**config.mk**
```make
export PLATFORM = sky130hd
export DESIGN_NAME = mtp_mac_timer
export DESIGN_NICKNAME = d
export VERILOG_FILES = /design/src/core/mtp_timer_core.v /design/src/core/mtp_mac_timer.v
export VERILOG_INCLUDE_DIRS = /design/src /design/src/core
export SDC_FILE = /design/constraint.sdc
export NUM_CORES = 1
export LEC_CHECK = 0
export BUFFER_PORTS_ARGS = -buffer_cell sky130_fd_sc_hd__buf_2
export CORE_MARGIN = 2
export CORE_UTILIZATION = 60
export CTS_BUF_LIST = sky130_fd_sc_hd__clkbuf_8
export DETAILED_ROUTE_END_ITERATION = 8
export GPL_TIMING_DRIVEN = 0
export PLACE_DENSITY_LB_ADDON = 0.05
export SYNTH_ARGS = -nofsm -noshare
export SYNTH_HDL_FRONTEND = slang
export SYNTH_HIERARCHICAL = 1
export SYNTH_SLANG_ARGS = --single-unit
```
**constraint.sdc**
```tcl
create_clock -name mclk -period 3.8 [get_ports mclk]
set_clock_uncertainty 0.05 [all_clocks]
set_input_delay 0.38 -clock mclk [delete_from_list [all_inputs] [get_ports mclk]]
set_output_delay 0.38 -clock mclk [all_outputs]
set_load 0.01 [all_outputs]
```
**src/core/mtp_regs.vh**
```
// register offsets, field positions, reset values and timing figures for the mac timer period block
`ifndef MTP_REGS_VH
`define MTP_REGS_VH

`define MTP_ADDR_W        8
`define MTP_OFS_MATCH     8'h94
`define MTP_OFS_TALLY_LO  8'hA1
`define MTP_OFS_TALLY_MID 8'hA2
`define MTP_OFS_TALLY_HI  8'hA3
`define MTP_OFS_PER_LO    8'hA4
`define MTP_OFS_PER_HI    8'hA5
`define MTP_OFS_CTRL      8'hB0
`define MTP_OFS_STATUS    8'hB1
`define MTP_OFS_MASK      8'hB2

`define MTP_MATCH_RST     8'h00
`define MTP_TALLY_RST     20'h00000
`define MTP_PER_BYTE_RST  8'hFF

`define MTP_CTRL_RUN      0
`define MTP_CTRL_SEL      3
`define MTP_STAT_MATCH    0
`define MTP_STAT_WRAP     1

`define MTP_CLK_PERIOD_NS 8
`define MTP_TICK_NS       8
`define MTP_TICK_CYC      ((`MTP_TICK_NS + `MTP_CLK_PERIOD_NS - 1) / `MTP_CLK_PERIOD_NS)
// last count of the tick divider; zero while the timer advances every cycle
`define MTP_TICK_LAST     4'h0

`endif

```
**src/core/mtp_timer_core.v**
```verilog
// 16-bit timer with period wrap and byte compare
`timescale 1ns/10ps
`default_nettype none

module mtp_timer_core (
   // clock and reset
   input  wire        mclk,
   input  wire        rst_b,
   // control
   input  wire        runEn,
   input  wire        tickEn,
   input  wire        matchByteSelect,
   input  wire [7:0]  matchValue,
   input  wire [15:0] periodVal,
   // results
   output reg  [15:0] timerVal_r,
   output wire        wrapEvt,
   output wire        matchHit
);

   // wrap is taken when the current count has reached or passed the period
   assign wrapEvt = runEn && tickEn && (timerVal_r >= periodVal);
   // [RULE11] byte select: clear compares high byte, set compares low byte
   assign matchHit = runEn && tickEn &&
                     ((matchByteSelect ? timerVal_r[7:0] : timerVal_r[15:8]) == matchValue); // [RULE1]

   always @(posedge mclk or negedge rst_b) begin
      if (!rst_b) begin
         timerVal_r <= 16'h0000;
      end else if (wrapEvt) begin
         timerVal_r <= 16'h0000; // [RULE13]
      end else if (runEn && tickEn) begin
         timerVal_r <= timerVal_r + 16'h0001;
      end
   end

endmodule

`default_nettype wire

```
**src/core/mtp_mac_timer.v**
```verilog
// mac timer register block: compare, wrap tally, period/capture, interrupt status
// Function
// RULE1: a compare event is raised when the selected timer byte equals the match value.
// RULE2: a 20-bit wrap tally over three byte registers increments each time the timer reaches the period.
// RULE3: reading the tally low byte snapshots the middle and high bytes for later reads.
// RULE4: low and middle tally writes are held pending and all 20 bits load when the high byte is written.
// RULE5: a software load of the tally is accepted whether the timer is idle or running.
// RULE6: a wrap in the same cycle as a tally load stores the written value plus one.
// RULE7: writing the period high register sets period bits 15:8 while reading it gives captured timer bits 15:8.
// RULE8: writing the period low register sets period bits 7:0 while reading it gives captured timer bits 7:0.
// RULE9: both period bytes reset to all ones.
// RULE10: the upper four bits of the tally high register read as zero and match value and tally reset to zero.
// RULE11: the byte select bit picks timer bits 15:8 when clear and bits 7:0 when set.
// RULE12: each compare event sets a sticky flag that only software clears and writing one leaves unchanged.
// RULE13: on reaching the period the timer returns to zero in the same cycle the tally increments.
`timescale 1ns/10ps
`default_nettype none
`include "mtp_regs.vh"

module mtp_mac_timer (
   // clock and reset
   input  wire                   mclk,
   input  wire                   rst_b,
   // register port
   input  wire [`MTP_ADDR_W-1:0] regAddr,
   input  wire [7:0]             regWdata,
   input  wire                   regWr,
   input  wire                   regRd,
   output reg  [7:0]             regRdata_r,
   // capture event from the surrounding timer, asynchronous
   input  wire                   captureIn,
   // interrupt and status
   output reg                    irq_r,
   output reg                    matchEvt_r,
   output reg                    wrapEvt_r
);

   // capture pin crosses in through two flip-flops
   reg        capSync1_r;
   reg        capSync2_r;
   reg        capSync3_r;
   wire       capEvt;

   reg [7:0]  matchValue_r;
   reg [19:0] wrapTally_r;
   reg [7:0]  tallyLoPend_r;
   reg [7:0]  tallyMidPend_r;
   reg [7:0]  snapMid_r;
   reg [3:0]  snapHigh_r;
   reg [15:0] period_r;
   reg [15:0] capture_r;
   reg [7:0]  ctrl_r;
   reg [7:0]  status_r;
   reg [7:0]  mask_r;
   reg [7:0]  status_nxt;
   reg [7:0]  rdata_nxt;
   reg [19:0] tally_nxt;
   reg [19:0] tallyLoad;
   reg [3:0]  tickCnt_r;
   reg        tickEn_r;

   wire [15:0] timerVal;
   wire        wrapEvt;
   wire        matchHit;

   // register access strobes for every register write and the two side-effect reads; the read mux decodes the address itself
   wire        wrMatch;
   wire        wrTallyLo;
   wire        wrTallyMid;
   wire        wrTallyHi;
   wire        wrPerLo;
   wire        wrPerHi;
   wire        wrCtrl;
   wire        wrStatus;
   wire        wrMask;
   wire        rdTallyLo;
   wire        rdStatus;

   // true when the address matches the given offset
   function hitAddr;
      input [`MTP_ADDR_W-1:0] a;
      input [`MTP_ADDR_W-1:0] ofs;
      begin
         hitAddr = (a == ofs);
      end
   endfunction

   // write strobes
   assign wrMatch    = regWr & hitAddr(regAddr, `MTP_OFS_MATCH);
   assign wrTallyLo  = regWr & hitAddr(regAddr, `MTP_OFS_TALLY_LO);
   assign wrTallyMid = regWr & hitAddr(regAddr, `MTP_OFS_TALLY_MID);
   assign wrTallyHi  = regWr & hitAddr(regAddr, `MTP_OFS_TALLY_HI);
   assign wrPerLo    = regWr & hitAddr(regAddr, `MTP_OFS_PER_LO);
   assign wrPerHi    = regWr & hitAddr(regAddr, `MTP_OFS_PER_HI);
   assign wrCtrl     = regWr & hitAddr(regAddr, `MTP_OFS_CTRL);
   assign wrStatus   = regWr & hitAddr(regAddr, `MTP_OFS_STATUS);
   assign wrMask     = regWr & hitAddr(regAddr, `MTP_OFS_MASK);

   // these two reads have side effects, so only the read strobe may trigger them
   assign rdTallyLo  = regRd & hitAddr(regAddr, `MTP_OFS_TALLY_LO);
   assign rdStatus   = regRd & hitAddr(regAddr, `MTP_OFS_STATUS);

   always @(posedge mclk or negedge rst_b) begin
      if (!rst_b) begin
         capSync1_r <= 1'b0;
         capSync2_r <= 1'b0;
         capSync3_r <= 1'b0;
      end else begin
         capSync1_r <= captureIn;
         capSync2_r <= capSync1_r;
         capSync3_r <= capSync2_r;
      end
   end

   assign capEvt = capSync2_r & ~capSync3_r;

   // timer advance rate; at one cycle the enable stays high
   always @(posedge mclk or negedge rst_b) begin
      if (!rst_b) begin
         tickCnt_r <= 4'h0;
         tickEn_r  <= 1'b0;
      end else if (tickCnt_r >= `MTP_TICK_LAST) begin
         tickCnt_r <= 4'h0;
         tickEn_r  <= 1'b1;
      end else begin
         tickCnt_r <= tickCnt_r + 4'h1;
         tickEn_r  <= 1'b0;
      end
   end

   mtp_timer_core uCore (
      .mclk            (mclk),
      .rst_b           (rst_b),
      .runEn           (ctrl_r[`MTP_CTRL_RUN]),
      .tickEn          (tickEn_r),
      .matchByteSelect (ctrl_r[`MTP_CTRL_SEL]),
      .matchValue      (matchValue_r),
      .periodVal       (period_r),
      .timerVal_r      (timerVal),
      .wrapEvt         (wrapEvt),
      .matchHit        (matchHit)
   );

   // tally next value: load wins over count, but a coincident wrap still adds one
   always @* begin
      tallyLoad = {regWdata[3:0], tallyMidPend_r, tallyLoPend_r};
      tally_nxt = wrapTally_r;
      // only the high byte write touches the live count
      if (wrTallyHi) begin
         if (wrapEvt) begin
            tally_nxt = tallyLoad + 20'h00001; // [RULE6]
         end else begin
            tally_nxt = tallyLoad; // [RULE4] [RULE5]
         end
      end else if (wrapEvt) begin
         tally_nxt = wrapTally_r + 20'h00001; // [RULE2]
      end
   end

   // status: hardware set wins over a read clear in the same cycle
   always @* begin
      status_nxt = status_r;
      if (rdStatus) begin
         status_nxt = 8'h00;
      end
      if (wrStatus) begin
         status_nxt = status_r & regWdata; // [RULE12]
      end
      if (matchHit) begin
         status_nxt[`MTP_STAT_MATCH] = 1'b1; // [RULE12]
      end
      if (wrapEvt) begin
         status_nxt[`MTP_STAT_WRAP] = 1'b1;
      end
   end

   // tally and status take their next values every cycle
   always @(posedge mclk or negedge rst_b) begin
      if (!rst_b) begin
         wrapTally_r <= `MTP_TALLY_RST; // [RULE10]
         status_r    <= 8'h00;
      end else begin
         wrapTally_r <= tally_nxt;
         status_r    <= status_nxt;
      end
   end

   // capture follows the synchronised pin edge, never the bus
   always @(posedge mclk or negedge rst_b) begin
      if (!rst_b) begin
         capture_r <= 16'h0000;
      end else if (capEvt) begin
         capture_r <= timerVal;
      end
   end

   // the low byte read freezes the upper bits so a byte-wise read stays coherent
   always @(posedge mclk or negedge rst_b) begin
      if (!rst_b) begin
         snapMid_r  <= 8'h00;
         snapHigh_r <= 4'h0;
      end else if (rdTallyLo) begin
         snapMid_r  <= wrapTally_r[15:8]; // [RULE3]
         snapHigh_r <= wrapTally_r[19:16]; // [RULE3]
      end
   end

   // low and middle writes wait here until the high byte arrives
   always @(posedge mclk or negedge rst_b) begin
      if (!rst_b) begin
         tallyLoPend_r  <= 8'h00;
         tallyMidPend_r <= 8'h00;
      end else begin
         if (wrTallyLo) begin
            tallyLoPend_r <= regWdata; // [RULE4]
         end
         if (wrTallyMid) begin
            tallyMidPend_r <= regWdata; // [RULE4]
         end
      end
   end

   // period is write-only; its addresses read back the capture value
   always @(posedge mclk or negedge rst_b) begin
      if (!rst_b) begin
         period_r <= {`MTP_PER_BYTE_RST, `MTP_PER_BYTE_RST}; // [RULE9]
      end else begin
         if (wrPerLo) begin
            period_r[7:0] <= regWdata; // [RULE8]
         end
         if (wrPerHi) begin
            period_r[15:8] <= regWdata; // [RULE7]
         end
      end
   end

   // plain read/write registers; unused control and mask bits stay zero
   always @(posedge mclk or negedge rst_b) begin
      if (!rst_b) begin
         matchValue_r <= `MTP_MATCH_RST; // [RULE10]
         ctrl_r       <= 8'h00;
         mask_r       <= 8'h00;
      end else begin
         if (wrMatch) begin
            matchValue_r <= regWdata;
         end
         if (wrCtrl) begin
            ctrl_r <= regWdata & 8'h09;
         end
         if (wrMask) begin
            mask_r <= regWdata & 8'h03;
         end
      end
   end

   // read mux; unmapped addresses read zero
   always @* begin
      rdata_nxt = 8'h00;
      if (hitAddr(regAddr, `MTP_OFS_MATCH)) begin
         rdata_nxt = matchValue_r;
      end else if (hitAddr(regAddr, `MTP_OFS_TALLY_LO)) begin
         rdata_nxt = wrapTally_r[7:0];
      end else if (hitAddr(regAddr, `MTP_OFS_TALLY_MID)) begin
         rdata_nxt = snapMid_r; // [RULE3]
      end else if (hitAddr(regAddr, `MTP_OFS_TALLY_HI)) begin
         rdata_nxt = {4'h0, snapHigh_r}; // [RULE10]
      end else if (hitAddr(regAddr, `MTP_OFS_PER_LO)) begin
         rdata_nxt = capture_r[7:0]; // [RULE8]
      end else if (hitAddr(regAddr, `MTP_OFS_PER_HI)) begin
         rdata_nxt = capture_r[15:8]; // [RULE7]
      end else if (hitAddr(regAddr, `MTP_OFS_CTRL)) begin
         rdata_nxt = ctrl_r;
      end else if (hitAddr(regAddr, `MTP_OFS_STATUS)) begin
         rdata_nxt = status_r;
      end else if (hitAddr(regAddr, `MTP_OFS_MASK)) begin
         rdata_nxt = mask_r;
      end
   end

   // read data stands for the one cycle after the strobe and is zero otherwise
   always @(posedge mclk or negedge rst_b) begin
      if (!rst_b) begin
         regRdata_r <= 8'h00;
      end else begin
         regRdata_r <= regRd ? rdata_nxt : 8'h00;
      end
   end

   // irq follows the next status so a same-cycle set is never lost behind a clear
   always @(posedge mclk or negedge rst_b) begin
      if (!rst_b) begin
         irq_r      <= 1'b0;
         matchEvt_r <= 1'b0;
         wrapEvt_r  <= 1'b0;
      end else begin
         irq_r      <= |(status_nxt & mask_r);
         matchEvt_r <= matchHit; // [RULE1]
         wrapEvt_r  <= wrapEvt; // [RULE13]
      end
   end

endmodule

`default_nettype wire

```
==> metrics, run 1 <==
port bufs=27; sequential fraction of the synthesis area=47.2%; synth unique cells=62; arrival time of the worst setup path=3.73 ns; hold depth=3; most common flop cell mapped by yosys=dfrtp_1; Synth Cell Area=0.00699 mm²; Total Routing Usage GR=28.4%; Startpoint Class=flop; Boundary Pins=32; worst slew pin tran=0.704 ns; Mapped Nets=680; ranking of synthesized cells by area=dfrtp_1, mux2_2, dfstp_2; via count=5086; Final nets=729; reg2reg path depth=13; synth cell count leaders=dfrtp_1, mux2_2, nand2_1, o21ai_0, nor2_1; Async SR Flop Fraction=100%; clock sinks=131; die area=0.0125 mm²; H-tree Lvls=4; initial antenna violation count=0; Worst-Skew Late Latency=0.45 ns; fmax=289 MHz; CTS Buf Count=17; final hold violation count=0; CTS clock-pin slew for the worst setup and hold paths=0.07 ns; Starting Density=61.5%; final cell count without fillers=845; WL per Instance=19.8 µm; Leak Pwr=3.43 nW; largest net degree at the start of global routing=80; hold buffers post-CTS=2; synth warn=6; Layout Area Growth over Synthesis=11.6%; grt ovf=0; Hold/Removal Path Class=primary input to flop; die width=112 µm; Post-Route WL=16800 µm; Routed Antenna Nets=0; top cell type's share of synthesized area=41.2%; Area after DPL=0.00733 mm²; EDFF count, synth=0; Peak VDD IR=0.302 mV; final-report setup violation count=0; syn_area_per_cell=10.9 µm²; final setup margin=0.340 ns; synthesized flop and latch total=131; min Tclk post-route=3.46 ns; Yosys top cell by area=dfrtp_1; drt drc=0; Critical Path End Type=flop; via/cell ratio=6.02; 1st-pass router iterations=7; Die Ht=112 µm; first-pass GRT wire length=27000 µm; clock tree root driver cell=clkbuf_8; Maximum Capacitance Violations=0; Final period util=91.1%; Rows=39; count leader, synth=dfrtp_1; Setup WS pre-CTS=0.387 ns; Slew Limit Fails=0; Placed Instances=811; status=complete, no violations; Critical Path RT=4.07 ns; Clock Tree Buf Depth=2; Iter 0 DRT Violations=460; final setup TNS=0 ns; CTS tree=yes; worst setup path class=flop to flop; Post-CTS Resized=0; Crit Path Max Fanout=14; core footprint=0.0114 mm²; number of global-route vias before repair=5024; Post-Synthesis Cells=640; Slew headroom=53.1%; Post-DP HPWL=12300 µm; Pwr per Cell Area=401 mW/mm²; filler cell count in the final layout=887; post-CTS setup buffers=0; ant diodes=0; RSZ-0062 raised after global routing=no; cell area after layout=0.00779 mm²; GPL Wtd Cong=0.901; layout cells sized above 1=26.2%
## critical path: stages, from the launching register on
cell	delay (ns)
dfstp_2	0.53
inv_1	0.04
ha_1	0.31
nand4_2	0.16
nor3_2	0.24
nand2_1	0.17
a31oi_4	0.28
buf_6	0.24
nand4_1	0.18
or3_1	0.35
clkbuf_1	0.20
nor4_1	0.28
xnor2_1	0.20
mux2i_1	0.11
## state kept, by name (all words and copies together), names as in the netlist
signal,count
wrapTally_r,20
capture_r,16
period_r,16
uCore/timerVal_r,16
matchValue_r,8
regRdata_r,8
snapMid_r,8
status_r,8
tallyLoPend_r,8
tallyMidPend_r,8
snapHigh_r,4
ctrl_r,2
mask_r,2
capSync1_r,1
capSync2_r,1
capSync3_r,1
irq_r,1
matchEvt_r,1
tickEn_r,1
wrapEvt_r,1
## power breakdown
| group | switching, W | total, W | internal [W] |
|---|---|---|---|
| Sequential | 0.0000876 | 0.00156 | 0.00147 |
| Clock | 0.000552 | 0.00127 | 0.000718 |
| Combinational | 0.000165 | 0.000294 | 0.000129 |
## final timing paths
| kind | startpoint | end | slack, ns |
|---|---|---|---|
| hold reg to reg | capSync1_r | capSync2_r | 0.31 |
| min in group asynchronous | rst_b | snapMid_r[0] | 0.38 |
| setup reg to reg | period_r[14] | wrapTally_r[19] | 0.34 |
| hold / removal | regWdata[7] | status_r[7] | 0.22 |
| max in group asynchronous | rst_b | period_r[1] | 2.53 |
| setup / recovery | period_r[14] | wrapTally_r[19] | 0.34 |
## routing by layer
layer / global-route usage (%) / wire length (µm) / up-vias
li1: - / - / 2351
met4: 8.81 / 308 / 0
met2: 43.1 / 7700 / 165
met3: 7.13 / 921 / 24
met5: 0 / 0 / -
met1: 40.7 / 7830 / 2546
## stage by stage
stage / util [%] / total power, W / hold WS (ns)
2_1_floorplan: - / 0.00174 / 0.0344
3_3_place_gp: 64.2 / 0.00185 / 0.285
3_5_place_dp: 64.5 / 0.00187 / 0.294
4_1_cts: 68.6 / 0.00314 / 0.204
5_1_grt: 68.6 / 0.00324 / 0.217
6_report: 68.6 / 0.00312 / 0.216
## cells in the final DEF, fill, tap and decap left out, drive strengths merged, types with 19 or more instances in the layout
master | synthesis | layout
mux2 | 65 | 65
o21ai | 34 | 34
mux2i | 25 | 25
nand2 | 60 | 60
nor2 | 41 | 41
inv | 26 | 26
buf | 16 | 44
dfrtp | 115 | 115
a21oi | 20 | 20
nand3 | 23 | 23
ha | 19 | 19
clkbuf | 8 | 29
xnor2 | 27 | 27
xor2 | 29 | 29
## final cells by class
| type | instances | area, µm² | share of cell area, % |
|---|---|---|---|
| Buffer | 24 | 128 | 1.64 |
| Clock buffer | 21 | 289 | 3.71 |
| Clock inverter | 11 | 151 | 1.94 |
| Inverter | 26 | 97.6 | 1.25 |
| Multi-Input combinational cell | 459 | 3460 | 44.4 |
| Sequential cell | 131 | 3300 | 42.3 |
| Tap cell | 143 | 179 | 2.30 |
| Timing Repair Buffer | 30 | 189 | 2.42 |
## cells by family after synthesis
family | after synthesis | share of synthesized area [%]
AO/OA/AOI/OAI | 93 | 8.83
XOR/XNOR | 56 | 7.02
adder cells (fa/ha/maj) | 19 | 3.40
buffers and inverters | 50 | 3.22
flip-flops | 131 | 47.2
multiplexers | 91 | 14.4
other | 1 | 0.0537
AND/OR/NAND/NOR | 199 | 15.9
Note: power is estimated with default switching activity, not from simulation.
==> run 2: changes to the inputs <==
--- a/config.mk
+++ b/config.mk
@@ -6,6 +6,7 @@
 export SDC_FILE = /design/constraint.sdc
 export NUM_CORES = 1
 export LEC_CHECK = 0
+export ABC_AREA = 1
 export BUFFER_PORTS_ARGS = -buffer_cell sky130_fd_sc_hd__buf_2
 export CORE_MARGIN = 2
 export CORE_UTILIZATION = 60
==> run 2 against run 1 <==
Compared with the run above: clock power down 6%; non-clock buffer count down 2; die area up 5.3%; sequential share of layout area down 1.9 points; final area up 4.6%; register-to-register slack better by 0.30 ns; wire length up 13%; sequential power up 4%; sequential cell count unchanged; final cell count up 36%; largest cell class unchanged; largest power group unchanged.
==> metrics, run 2 <==
grt ovf=0; synth unique cells=46; Leak Pwr=3.99 nW; worst setup path class=flop to flop; Final nets=1027; Buf/Inv on CP=3; min Tclk post-route=3.16 ns; worst slew pin tran=0.576 ns; 1st-pass router iterations=5; initial antenna violation count=0; status=complete, no violations; Total Routing Usage GR=30.6%; Clock Tree Buf Depth=2; Final Hold Slack=0.120 ns; Starting Density=61.4%; Mapped Nets=975; Peak VDD IR=0.459 mV; CTS clock-pin slew for the worst setup and hold paths=0.08 ns; die area=0.0132 mm²; Post-CTS Resized=0; Routed Antenna Nets=0; die width=115 µm; Post-Route WL=18900 µm; CTS tree=yes; largest net degree at the start of global routing=98; Layout Area Growth over Synthesis=10.6%; first-pass GRT wire length=30500 µm; syn_area_per_cell=7.88 µm²; RSZ-0062 raised after global routing=no; H-tree Lvls=4; clock tree root driver cell=clkbuf_8; core footprint=0.0120 mm²; drt drc=0; final hold violation count=0; Crit Path Max Fanout=12; Post-Synthesis Cells=935; clock sinks=131; Rows=40; Hold/Removal Path Class=primary input to flop; via count=6320; Slew Limit Fails=0; Boundary Pins=32; Critical Path Most Common Cell=nand2_1; crit-path cells=inv_2, ha_1, nand2_1, nor2_1, nor2_1, nand2_1, nand2_1, nand2_1, nand2_2, a21oi_4, buf_6, inv_2, nor2_1, nand3_1, nor2_1, nand3b_1, xor2_1, nand2_1, nand2_1, nand2_1; final-report setup violation count=0; ranking of synthesized cells by area=dfrtp_1, nand2_1, o21ai_0; sequential fraction of the synthesis area=44.7%; GPL Wtd Cong=0.928; Critical Path RT=4.11 ns; Slew headroom=61.3%; most common flop cell mapped by yosys=dfrtp_1; fmax=316 MHz; CTS Buf Count=17; arrival time of the worst setup path=3.47 ns; synthesized flop and latch total=131; final setup TNS=0 ns; Yosys top cell by area=dfrtp_1; Die Ht=115 µm; largest stage delay on the critical path=0.49 ns; Iter 0 DRT Violations=639; commonest non-fill, non-tap cell in the layout=nand2_1; post-CTS setup buffers=0; top cell type's share of synthesized area=39.0%; Post-DP HPWL=14100 µm; Worst-Skew Late Latency=0.46 ns; Final period util=83.3%; Startpoint Class=flop; CP max-delay cell=dfrtp_1; port bufs=30; Pwr per Cell Area=404 mW/mm²; synth cell count leaders=nand2_1, inv_1, dfrtp_1, o21ai_0, nor2_1; Synth Cell Area=0.00737 mm²; number of global-route vias before repair=5865; synth warn=6; Most flops, register=wrapTally_r; hold buffers post-CTS=2; ant diodes=0; count leader, synth=nand2_1; most frequent cells in the layout=nand2_1, inv_1, dfrtp_1; EDFF count, synth=0; Top delay family on crit path=simple AND/OR/NAND/NOR gates; max reg flops=20; Async SR Flop Fraction=100%; Critical Path End Type=flop; via/cell ratio=5.51; Maximum Capacitance Violations=0; layout cells sized above 1=15.4%; WL per Instance=16.5 µm
==> run 2: logic make-up after synthesis <==
family                     synth area share [%]
muxes                                      2.75
other                                    0.0509
adders and majority gates                  3.22
and+or+nand+nor                            26.6
DFF                                        44.7
AOI/OAI and AO/OA                          11.1
xor gates and xnor gates                   3.56
buffers and inverters                      7.98
==> run 2: routing by layer <==
layer / track usage [%] / up-vias / wire length, µm
met3: 7.75 / 32 / 1340
met2: 44.7 / 203 / 8320
met5: 0 / - / 0
li1: - / 3116 / -
met4: 9.40 / 0 / 283
met1: 45.1 / 2969 / 8960
==> run 2: cell type report <==
type / instances / area [µm²]
inverters: 127 / 479
multi-input cells: 658 / 3490
clock inverters: 15 / 158
fillers: 1038 / 3860
plain buffers: 19 / 109
flip-flops and latches: 131 / 3300
well taps: 147 / 184
clock buffers: 17 / 234
repair buffers: 33 / 204
==> run 2: path summary, 6_finish.rpt <==
kind,endpoint,slack (ns),startpoint,cells past startpoint
max reg2reg,wrapTally_r[17],0.64,uCore/timerVal_r[0],20
min reg2reg,capSync2_r,0.30,capSync1_r,0
max,wrapTally_r[17],0.64,uCore/timerVal_r[0],20
min in group asynchronous,capSync2_r,0.32,rst_b,2
min,status_r[5],0.12,regWdata[5],3
max in group asynchronous,period_r[4],2.58,rst_b,3
==> run 2: stage by stage <==
stage                     cell area (µm²)  instances  utilization (%)  power [W]  worst slack (ns)
final                                8150       1147             67.9    0.00329             0.635
after global routing                 8150       1147             67.9    0.00345             0.333
after CTS                            8150       1147             67.9    0.00329             0.660
after detailed placement             7740       1113             64.4    0.00211             0.671
after global placement               7710       1112             64.2    0.00210             0.571
after floorplan                      7370        935                -    0.00193              1.18
==> run 2: worst register-to-register path, stage by stage (launching register included) <==
cell and delay (ns):
dfrtp_1 0.49, inv_2 0.12, ha_1 0.30, nand2_1 0.05, nor2_1 0.08, nor2_1 0.04, nand2_1 0.05, nand2_1 0.04
nand2_1 0.09, nand2_2 0.10, a21oi_4 0.22, buf_6 0.20, inv_2 0.16, nor2_1 0.34, nand3_1 0.13, nor2_1 0.17
nand3b_1 0.12, xor2_1 0.14, nand2_1 0.07, nand2_1 0.06, nand2_1 0.05
==> run 2: report_power, final <==
group / switching [W] / leakage, nW / internal, W
Sequential: 0.000111 / 1.68 / 0.00151
Clock: 0.000599 / 0.189 / 0.000587
Combinational: 0.000325 / 2.12 / 0.000161
